File: src/rtl/ucw_defines.svh
`ifndef UCW_DEFINES_SVH
`define UCW_DEFINES_SVH
`define UCW_RST_HALTED   1'b1
`define UCW_RST_ARMED    1'b1
`define UCW_RST_PENDING  1'b0
`define UCW_RST_UPGRADE  1'b0
`define UCW_RST_SEEN     1'b0
`define UCW_RST_PULSE    1'b0
`endif

File: src/rtl/ucw_pkg.sv
package ucw_pkg;
  // decoded interprocessor message kind
  typedef enum logic [1:0] {
    UCW_MSG_NONE,
    UCW_MSG_INIT,
    UCW_MSG_WAKE
  } ucw_msg_t;
endpackage

File: src/rtl/ucw_sync.sv
`timescale 1ns/10ps
// two-stage synchroniser plus rising edge detect on the second stage
module ucw_sync (
  // clock and reset
  input  wire logic core_clk,
  input  wire logic sys_rst,
  // async level in, clean pulse out
  input  wire logic async_in,
  output logic      rise_pulse
);
  logic meta;   // first stage, read only by second stage
  logic stable; // second stage
  logic prev;   // delayed copy for edge detect

  // sample chain
  always_ff @(posedge core_clk) begin
    if (sys_rst) begin
      meta   <= 1'b0;
      stable <= 1'b0;
      prev   <= 1'b0;
    end else begin
      meta   <= async_in;
      stable <= meta;
      prev   <= stable;
    end
  end

  assign rise_pulse = stable & ~prev;
endmodule

File: src/rtl/ucw_wakeup_gate.sv
`timescale 1ns/10ps
`include "ucw_defines.svh"
// wake-up gate for a secondary processor core
module ucw_wakeup_gate
  import ucw_pkg::*;
(
  // clock and reset
  input  wire logic core_clk,
  input  wire logic sys_rst,
  // configuration strap, pin level
  input  wire logic upgrade_mode_pin,
  // soft init pin, asynchronous
  input  wire logic init_pin,
  // decoded message strobe, same clock
  input  wire logic msg_valid,
  input  wire logic msg_is_init,
  input  wire logic msg_is_wakeup,
  // status to the core
  output logic      halted,
  output logic      wake_armed,
  output logic      init_pending,
  output logic      upgrade_mode,
  output logic      fetch_enable,
  output logic      core_init_pulse
);
  logic     mode_meta;     // strap first stage
  logic     mode_sync;     // strap second stage
  logic     rst_seen;      // strap capture done
  logic     init_pin_rise; // synchronised pin edge
  logic     soft_init;     // init from either source
  ucw_msg_t msg_kind;      // decoded message
  logic     take_wake;     // accepted wakeup

  // pin edge synchroniser
  ucw_sync u_init_sync (
    .core_clk   (core_clk),
    .sys_rst    (sys_rst),
    .async_in   (init_pin),
    .rise_pulse (init_pin_rise)
  );

  // classify message; init takes priority if both flagged
  always_comb begin
    if (!msg_valid)         msg_kind = UCW_MSG_NONE;
    else if (msg_is_init)   msg_kind = UCW_MSG_INIT;
    else if (msg_is_wakeup) msg_kind = UCW_MSG_WAKE;
    else                    msg_kind = UCW_MSG_NONE;
  end

  // strap synchroniser, plain chain with no reset
  // it keeps sampling through reset so the strap is settled at capture;
  // a reset here would hand the capture a zero whatever the strap says
  always_ff @(posedge core_clk) begin
    mode_meta <= upgrade_mode_pin;
    mode_sync <= mode_meta;
  end

  // mode captured once after reset release, held until next reset
  always_ff @(posedge core_clk) begin
    if (sys_rst) begin
      upgrade_mode <= `UCW_RST_UPGRADE;
      rst_seen     <= `UCW_RST_SEEN;
    end else if (!rst_seen) begin
      upgrade_mode <= mode_sync;
      rst_seen     <= 1'b1;
    end
  end

  // pin and message init look the same downstream
  // while halted a message init is only held, pin init always acts
  // a primary core never holds an init back, it has no wakeup to wait for
  assign soft_init = init_pin_rise
                   | ((msg_kind == UCW_MSG_INIT) & (~halted | ~upgrade_mode));
  // no halted term needed: in upgrade mode armed is only ever set with halted
  // wakeup only when upgrade mode, halted and armed
  assign take_wake = (msg_kind == UCW_MSG_WAKE) & upgrade_mode
                   & wake_armed & rst_seen;

  // halted flag: set by reset, or by init in upgrade mode; cleared by accepted wakeup with no init pending, or freely in primary mode
  always_ff @(posedge core_clk) begin
    if (sys_rst) begin
      halted <= `UCW_RST_HALTED;
    end else if (!rst_seen) begin
      halted <= `UCW_RST_HALTED;
    end else if (soft_init) begin
      halted <= upgrade_mode;
    end else if (take_wake) begin
      halted <= init_pending; // pending init re-halts
    end else if (!upgrade_mode) begin
      halted <= 1'b0; // primary core runs freely
    end
  end

  // armed flag: one wakeup per reset or init
  always_ff @(posedge core_clk) begin
    if (sys_rst) begin
      wake_armed <= `UCW_RST_ARMED;
    end else if (soft_init) begin
      wake_armed <= 1'b1;
    end else if (take_wake && !init_pending) begin
      wake_armed <= 1'b0;
    end
  end

  // pending init caught while halted, released by wakeup
  always_ff @(posedge core_clk) begin
    if (sys_rst) begin
      init_pending <= `UCW_RST_PENDING;
    end else if (msg_kind == UCW_MSG_INIT && halted && upgrade_mode && !init_pin_rise) begin
      init_pending <= 1'b1;
    end else if (take_wake || init_pin_rise) begin
      init_pending <= 1'b0;
    end
  end

  // core reset pulse when an init acts, or a pending one is released
  always_ff @(posedge core_clk) begin
    if (sys_rst) begin
      core_init_pulse <= `UCW_RST_PULSE;
    end else begin
      core_init_pulse <= soft_init | (take_wake & init_pending);
    end
  end

  assign fetch_enable = ~halted;
endmodule

File: config.mk
export PLATFORM = sky130hd
export DESIGN_NAME = ucw_wakeup_gate
export DESIGN_NICKNAME = d
export VERILOG_FILES = /design/src/rtl/ucw_pkg.sv /design/src/rtl/ucw_sync.sv /design/src/rtl/ucw_wakeup_gate.sv
export VERILOG_INCLUDE_DIRS = /design/src /design/src/rtl
export SDC_FILE = /design/constraint.sdc
export NUM_CORES = 1
export LEC_CHECK = 0
export BUFFER_PORTS_ARGS = -buffer_cell sky130_fd_sc_hd__buf_2
export CAP_MARGIN = 10
export CORE_AREA = 3 3 40 42
export DETAILED_ROUTE_END_ITERATION = 8
export DIE_AREA = 0 0 43 45
export HOLD_SLACK_MARGIN = 0.02
export PLACE_DENSITY = 0.45
export SLEW_MARGIN = 5
export SYNTH_ARGS = -nofsm -noshare
export SYNTH_HDL_FRONTEND = slang
export SYNTH_SLANG_ARGS = --single-unit
File: constraint.sdc
create_clock -name core_clk -period 1.81 [get_ports core_clk]
set_clock_uncertainty 0.15 [all_clocks]
set_input_delay 0.2715 -clock core_clk [delete_from_list [all_inputs] [get_ports core_clk]]
set_output_delay 0.2715 -clock core_clk [all_outputs]
set_load 0.005 [all_outputs]
== After elaboration in Yosys (flattened, before gate mapping) ==
Index checks and enable logic that the tools add are counted.
W data, S select, Z words.
Cells by class
  eq/ne operators: 3
  mux-type cells: 9
  reductions and logical operators: 10
  bitwise logic cells: 13
Operator list (number)
  $and A1 B1 Y1: 6
  $mux W1: 6
  $mux W2: 3
  $logic_and A1 B1 Y1: 4
  $not A1 Y1: 4
  $reduce_or A2 Y1: 2
  $ne A3 B1 Y1 const B: 1
  $or A1 B1 Y1: 3
  $eq A2 B1 Y1 const B: 1
  $eq A2 B2 Y1 const B: 1
  $logic_not A1 Y1: 2
  $reduce_bool A2 Y1: 1
  $logic_or A1 B1 Y1: 1
Word-level totals
  output and inout port bits: 6
  bits in registers: 11
  word-level logic and storage cells: 46
  input bits: 7

== Logic depth before layout (Yosys ltp) ==
Gate-level depths: netlist of run 1.
  word-level depth: 10
  mapped depth: 4

== Modules after synthesis ==
Synthesis of run 1 repeated with hierarchy kept, for this count alone.
Unflattened totals
  cells, all modules: 36
  area total of the unflattened synthesis: 370.4 µm²
By module, submodules not included
  ucw_wakeup_gate: times used 1, sequential area each 160.2 µm², cells each 29, area each 282.8 µm²
  ucw_sync: times used 1, sequential area each 60.1 µm², cells each 7, area each 87.6 µm²

== Worst setup path after synthesis of run 1 ==
OpenSTA, ideal clock, no wires.
  path type: reg-to-reg
  start: register upgrade_mode
  end: register halted
  setup slack: 0.399 ns
  cell stages (with the launch flop): 5
  required time: 1.524 ns
  clock period less this slack: 1.411 ns
  data arrival time: 1.125 ns
  path buffers: 0
  path through: dfxtp_1 nand4_1 or3b_1 nand4_1 o2111ai_1
Between the ends
  cells in the longest elaborated chain, start to end: 5
  elaborated cells on any way between the ends: 10
  classes of those cells: eq/ne (1); mux (2); bitwise (7)
RTL lines
  start: declaration: line ucw_wakeup_gate.sv:22  | output logic upgrade_mode,
  start signal: assignment: line ucw_wakeup_gate.sv:61  | upgrade_mode <= `UCW_RST_UPGRADE;
  start signal: assignment: line ucw_wakeup_gate.sv:64  | upgrade_mode <= mode_sync;
  $not A1 Y1 or $and A1 B1 Y1 (tied branches): line ucw_wakeup_gate.sv:73, ucw_wakeup_gate.sv:76
  $or A1 B1 Y1 or $and A1 B1 Y1 (tied branches): line ucw_wakeup_gate.sv:73, ucw_wakeup_gate.sv:77
  $and A1 B1 Y1, on equally long branches: line ucw_wakeup_gate.sv:73, ucw_wakeup_gate.sv:77
  $or A1 B1 Y1 or $mux W1 (tied branches): line ucw_wakeup_gate.sv:73, ucw_wakeup_gate.sv:87
  $ne A3 B1 Y1 (no line) or $mux W1 (tied branches)
  end signal: assignment: line ucw_wakeup_gate.sv:82  | halted <= `UCW_RST_HALTED;
  end signal: assignment: line ucw_wakeup_gate.sv:84  | halted <= `UCW_RST_HALTED;
  end signal: assignment: line ucw_wakeup_gate.sv:86  | halted <= upgrade_mode;
  end: declaration: line ucw_wakeup_gate.sv:19  | output logic halted,
Parallel ways exist; a longest one is shown, timed or not.
A chain may end at the register's enable or synchronous reset.

== Final worst setup path of run 1 ==
Ends and elaborated chain as after synthesis.

==> results of run 1 <==
## timing repair
item | CTS | global route
hold buffers | 1 | 0
hold endpoints to repair | 1 | 0
resized for setup | 0 | 0
## metrics by stage
| step | total power (uW) | area [um2] |
|---|---|---|
| floorplan | 280 | 367 |
| global placement | 299 | 445 |
| detailed placement | 300 | 445 |
| CTS | 471 | 483 |
| global route | 493 | 483 |
| finish | 461 | 483 |
## flip-flops by register name (all words and copies together) (netlist names)
register,flops
core_init_pulse,1
halted,1
init_pending,1
mode_meta,1
mode_sync,1
rst_seen,1
u_init_sync.meta,1
u_init_sync.prev,1
u_init_sync.stable,1
upgrade_mode,1
wake_armed,1
## cell families after synthesis
group	Yosys count
simple gates	16
flops	11
compound gates	6
buf+inv	2
mux	1
## layout by cell type (no fill, tap or decap)
cell and instances:
inv_1 2, dfxtp_1 11, nand2_1 3, nor3b_1 1
o21ai_0 1, buf_2 12, nor2b_1 4, dlygate4sd3_1 1
o2111ai_1 1, nand4_1 3, mux2i_1 1, nor3_1 1
a21oi_1 2, nand2b_1 1, nor2_1 2, a211oi_1 2
clkinv_2 1, or3b_1 1, clkbuf_4 3
## metal layers
layer	vias up	global-route usage (%)	wire length, um
met4	0	3.01	0
met5	-	0	0
met1	149	8.01	301
met3	0	7.17	81
li1	160	-	-
met2	16	15.6	388
## worst paths after layout
path / endpoint / depth (start not counted) / slack, ns
hold / removal: u_init_sync.meta$_SDFF_PP0_ / 2 / 0.06
setup / recovery: halted$_SDFFE_PP1P_ / 4 / 0.28
setup reg to reg: halted$_SDFFE_PP1P_ / 4 / 0.28
hold reg to reg: mode_sync$_DFF_P_ / 0 / 0.18
## cell type report
| cell class | instances | area (um2) | area share (%) |
|---|---|---|---|
| Clock buffer | 3 | 22.5 | 4.66 |
| Clock inverter | 1 | 5.00 | 1.04 |
| Inverter | 2 | 7.51 | 1.55 |
| Multi-Input combinational cell | 23 | 139 | 28.8 |
| Sequential cell | 11 | 220 | 45.6 |
| Tap cell | 15 | 18.8 | 3.89 |
| Timing Repair Buffer | 13 | 70.1 | 14.5 |
## report_power, final
part,internal (uW),switching [uW]
Combinational,18.7,16.9
Clock,81.8,83.5
Sequential,253,7.47
==> impl_metrics.py, run 1 <==
metrics = {
    "run_status": {
        "status": "finished, final reports clean",
    },
    "die": {
        "row_count": 13,
        "die_y_um": 45,
        "die_x_um": 43,
        "io_pins": 13,
        "start_util_pct": 28.5,
        "dieArea_um2": 1940,
        "coreArea_um2": 1280,
    },
    "critical_path": {
        "worstSetupStartpointType": "register",
        "crit_arrival_ns": 1.52,
        "worstPathBufferInverterCount": 0,
        "slowest_delay_ns": 0.44,
        "startpoint": "upgrade_mode$_SDFFE_PP0N_",
        "worstPathRequired_ns": 1.80,
        "crit_chain": "nand4_1 -> or3b_1 -> nand4_1 -> o2111ai_1",
        "r2r_start": "upgrade_mode$_SDFFE_PP0N_",
        "cpMaxStageDelayCell": "dfxtp_1",
        "crit_family": "simple AND/OR/NAND/NOR gates",
        "end_kind": "register",
        "critPathMaxFanout": 7,
        "critPathKind": "register to register",
        "path_common_cell": "nand4_1",
    },
    "timing": {
        "fin_crit_ns": 1.53,
        "drv_slew": 0,
        "fmax_mhz": 652,
        "worst_slack_ns": 0.276,
        "rsz0062_at_grt": "false",
        "hold_viol": 0,
        "min_period_over_period_pct": 84.7,
        "hold_ws_ns": 0.0595,
        "tightestPinTransition_ns": 0.297,
        "setup_violations": 0,
        "finalSetupTns_ns": 0,
        "max_slew_margin_pct": 80.1,
    },
    "global_route": {
        "track_usage_pct": 9.02,
        "grt_pass1_vias": 334,
        "grt_overflow_total": 0,
        "grt_max_degree": 9,
        "antenna_found_initial": 0,
        "grt_pass1_wl_um": 1270,
    },
    "synthesis": {
        "ys_warn_count": 0,
        "synth_compound_area_share_pct": 10.6,
        "synth-seq-area-share_pct": 60.1,
        "syn_avg_cell_area_um2": 10.2,
        "syn_nets": 43,
        "syn-cell-area_um2": 367,
        "synth_async_sr_flop_share_pct": 0,
        "synth_area_leaders": "dfxtp_1, nor2b_1, nand4_1",
        "ys_seq_elements": 11,
        "synth_top_family_by_area": "simple AND/OR/NAND/NOR gates",
        "yosys.area_share.simple_pct": 24.6,
        "yosys-top-cells-count": "dfxtp_1, nor2b_1, nand2_1, nand4_1",
        "netlist_instances": 36,
        "synth_mux_area_share_pct": 2.73,
        "synth_xor_area_share_pct": 0,
        "synth_top_area_share_pct": 60.1,
        "yosysTopAreaCell": "dfxtp_1",
        "synthAdderAreaFrac_pct": 0,
        "synth_cell_types": 15,
        "synthFlopType": "dfxtp_1",
        "yosysMostFrequentCell": "dfxtp_1",
        "synth_edf_count": 0,
    },
    "final_layout": {
        "layout-drive-gt1-share_pct": 30.2,
        "syn2layout_area_growth_pct": 31.7,
        "finalNonFillerCells": 68,
        "final_util_pct": 37.6,
        "layout.nets": 61,
        "n_antenna_cell": 0,
        "fillCellCount": 141,
    },
    "placement": {
        "place_inst": 63,
        "post-dp-hpwl_um": 600,
        "globalplace.congestion": 0.722,
        "detailedPlace.worstSlack_ns": 0.300,
        "portBuffers": 12,
    },
    "clocking": {
        "clock_sinks": 11,
        "cts.clk_slew.worst_paths_ns": 0.07,
        "cts_root_buf": "clkbuf_4",
        "cts_max_level": 1,
        "post-cts-setup-buffers": 0,
        "cts_buffer_depth": 2,
        "cts_tree": "done",
        "cts_buffers": 3,
        "clock_latency_ns": 0.27,
    },
    "routing": {
        "avgRoutedWirePerCell_um": 11.4,
        "via_per_inst": 4.78,
        "dr.pass1.iters": 4,
        "ant_nets": 0,
        "via_count": 325,
        "drtIter0Drc": 13,
        "drc": 0,
        "wl_um": 772,
    },
    "power": {
        "power_density_nw_per_um2": 955,
        "irDropWorstVdd_uv": 520,
        "leakage_uw": 0.000216,
    },
    "worst_hold_path": {
        "hp-start": "init_pin",
        "hold_class": "primary input to register",
    },
    "flow_run": {
        "max_cap_viol_count": 0,
    },
}
(Power assumes the default switching activity.)
==> inputs of run 2 (changes only) <==
clock period = 1.55 ns   (was 1.81 ns; I/O delays follow)
==> run 2 against run 1 <==
Against the previous run: via count fell by 1.5%; power up 16%; global-route usage is 0.054 points lower; sequential power is 16% higher; count of clock-buffer cells in the layout rose by 1; utilization rose by 0.49 points; die area is the same; sequential share of layout area down 0.58 points; design area up 1.3%; non-clock buffer count rose by 1; combinational power up 26%; critical path type unchanged; critical endpoint unchanged; largest power group unchanged.
==> impl_metrics.py, run 2 (synthesized netlist as in run 1, its figures left out) <==
metrics = {
    "run_status": {
        "status": "finished, final reports clean",
    },
    "timing": {
        "rsz0062_at_grt": "false",
        "finalSetupTns_ns": 0,
        "drv_slew": 0,
        "fmax_mhz": 721,
        "tightestPinTransition_ns": 0.333,
        "min_period_over_period_pct": 89.5,
        "setup_violations": 0,
        "max_slew_margin_pct": 77.7,
        "fin_crit_ns": 1.39,
        "hold_viol": 0,
    },
    "critical_path": {
        "critPathMaxFanout": 3,
        "crit_arrival_ns": 1.37,
        "critPathKind": "register to register",
        "worstSetupStartpointType": "register",
        "reg2reg_depth": 4,
        "end_kind": "register",
        "worstPathRequired_ns": 1.54,
    },
    "global_route": {
        "grt_pass1_vias": 284,
        "gr-max-usage-layer": "met2",
        "antenna_found_initial": 0,
        "grt_max_degree": 9,
        "grt_overflow_total": 0,
        "use_met3_pct": 6.77,
        "grt_pass1_wl_um": 1240,
        "track_usage_pct": 8.96,
        "grt_use_met2_pct": 14.1,
        "grtUsageMet1_pct": 9.80,
    },
    "worst_hold_path": {
        "hold_class": "primary input to register",
        "whs_path_depth": 2,
    },
    "final_layout": {
        "layout-drive-gt1-share_pct": 29.6,
        "mostFrequentLayoutCell": "buf_2",
        "seqCellArea_um2": 220,
        "multi_input_area_um2": 139,
        "fillCellCount": 138,
        "layout_common_cells": "buf_2, dfxtp_1, nor2b_1",
        "layout.nets": 62,
        "syn2layout_area_growth_pct": 33.4,
        "n_antenna_cell": 0,
    },
    "die": {
        "io_pins": 13,
        "die_x_um": 43,
        "start_util_pct": 28.5,
        "row_count": 13,
        "dieArea_um2": 1940,
        "die_y_um": 45,
        "coreArea_um2": 1280,
    },
    "clocking": {
        "cts.clk_slew.worst_paths_ns": 0.07,
        "cts_buffer_depth": 2,
        "clock_latency_ns": 0.26,
        "cts_root_buf": "clkbuf_4",
        "cts_tree": "done",
        "post-cts-setup-buffers": 0,
        "cts_buffers": 3,
        "cts_max_level": 1,
        "clock_sinks": 11,
        "cts-resized-gates": 0,
        "cts_hold_buffers": 1,
    },
    "power": {
        "p_seq_share_pct": 56.7,
        "leakage_uw": 0.000218,
        "power.internal_uw": 419,
        "p_switching_uw": 115,
        "irDropWorstVdd_uv": 531,
        "switching_share_pct": 21.5,
        "p_total_uw": 533,
        "p_clk_share_pct": 34.9,
        "p_comb_share_pct": 8.4,
        "power_density_nw_per_um2": 1090,
    },
    "placement": {
        "post-dp-hpwl_um": 555,
        "portBuffers": 12,
        "globalplace.congestion": 0.732,
    },
    "routing": {
        "drtIter0Drc": 0,
        "drc": 0,
        "ant_nets": 0,
        "wl_um": 703,
        "via_count": 320,
        "avgRoutedWirePerCell_um": 10.2,
        "via_per_inst": 4.64,
        "dr.pass1.iters": 1,
    },
    "flow_run": {
        "max_cap_viol_count": 0,
    },
}
==> run 2: cell types whose count changed in the layout (fill, tap and decap cells not counted), sizes merged <==
cell / before / now
clkinv: 1 / 0
buf: 12 / 13
clkbuf: 3 / 4
==> run 2: through the flow <==
| step | hold WS (ns) | setup slack [ns] | utilization [%] | std cells | instance area [um2] |
|---|---|---|---|---|---|
| detailed placement | 0.171 | 0.150 | 35.2 | 64 | 453 |
| CTS | 0.0244 | 0.147 | 38.1 | 69 | 489 |
| global route | 0.0322 | 0.0687 | 38.1 | 69 | 489 |
| finish | 0.0282 | 0.163 | 38.1 | 69 | 489 |
| global placement | 0.168 | 0.193 | 35.2 | 64 | 453 |
| floorplan | 0.110 | 0.139 | - | 36 | 367 |
==> run 2: worst max-delay path: stages (launching register included) <==
cell and delay [ns]:
dfxtp_1 0.36, nand4_1 0.12, or3b_1 0.42, nand4_1 0.11, o2111ai_1 0.11
==> run 2: worst paths after layout <==
path	startpoint	end	slack, ns
worst max register to register	rst_seen$_DFF_P_	halted$_SDFFE_PP1P_	0.16
worst max-delay path	rst_seen$_DFF_P_	halted$_SDFFE_PP1P_	0.16
worst min-delay path	init_pin	u_init_sync.meta$_SDFF_PP0_	0.03
worst min register to register	mode_meta$_DFF_P_	mode_sync$_DFF_P_	0.18
==> run 2: power groups by stage <==
stage,clock network [uW],logic [uW],registers (uW)
floorplan,0,17.8,310
global placement,0,43.2,308
detailed placement,0,43.9,309
CTS,196,45.7,302
global route,215,51.6,304
finish,186,45.0,302
==> run 2: layer usage <==
metal | up-vias | wire length (um)
met5 | - | 0
met4 | 0 | 0
met3 | 0 | 66
met2 | 12 | 320
met1 | 146 | 316
li1 | 162 | -
==> run 2: cell type report <==
cell class	instances	area share (%)
flip-flops and latches	11	45.0
multi-input cells	23	28.4
repair buffers	14	15.9
clock buffers	4	5.37
well taps	15	3.84
inverters	2	1.53
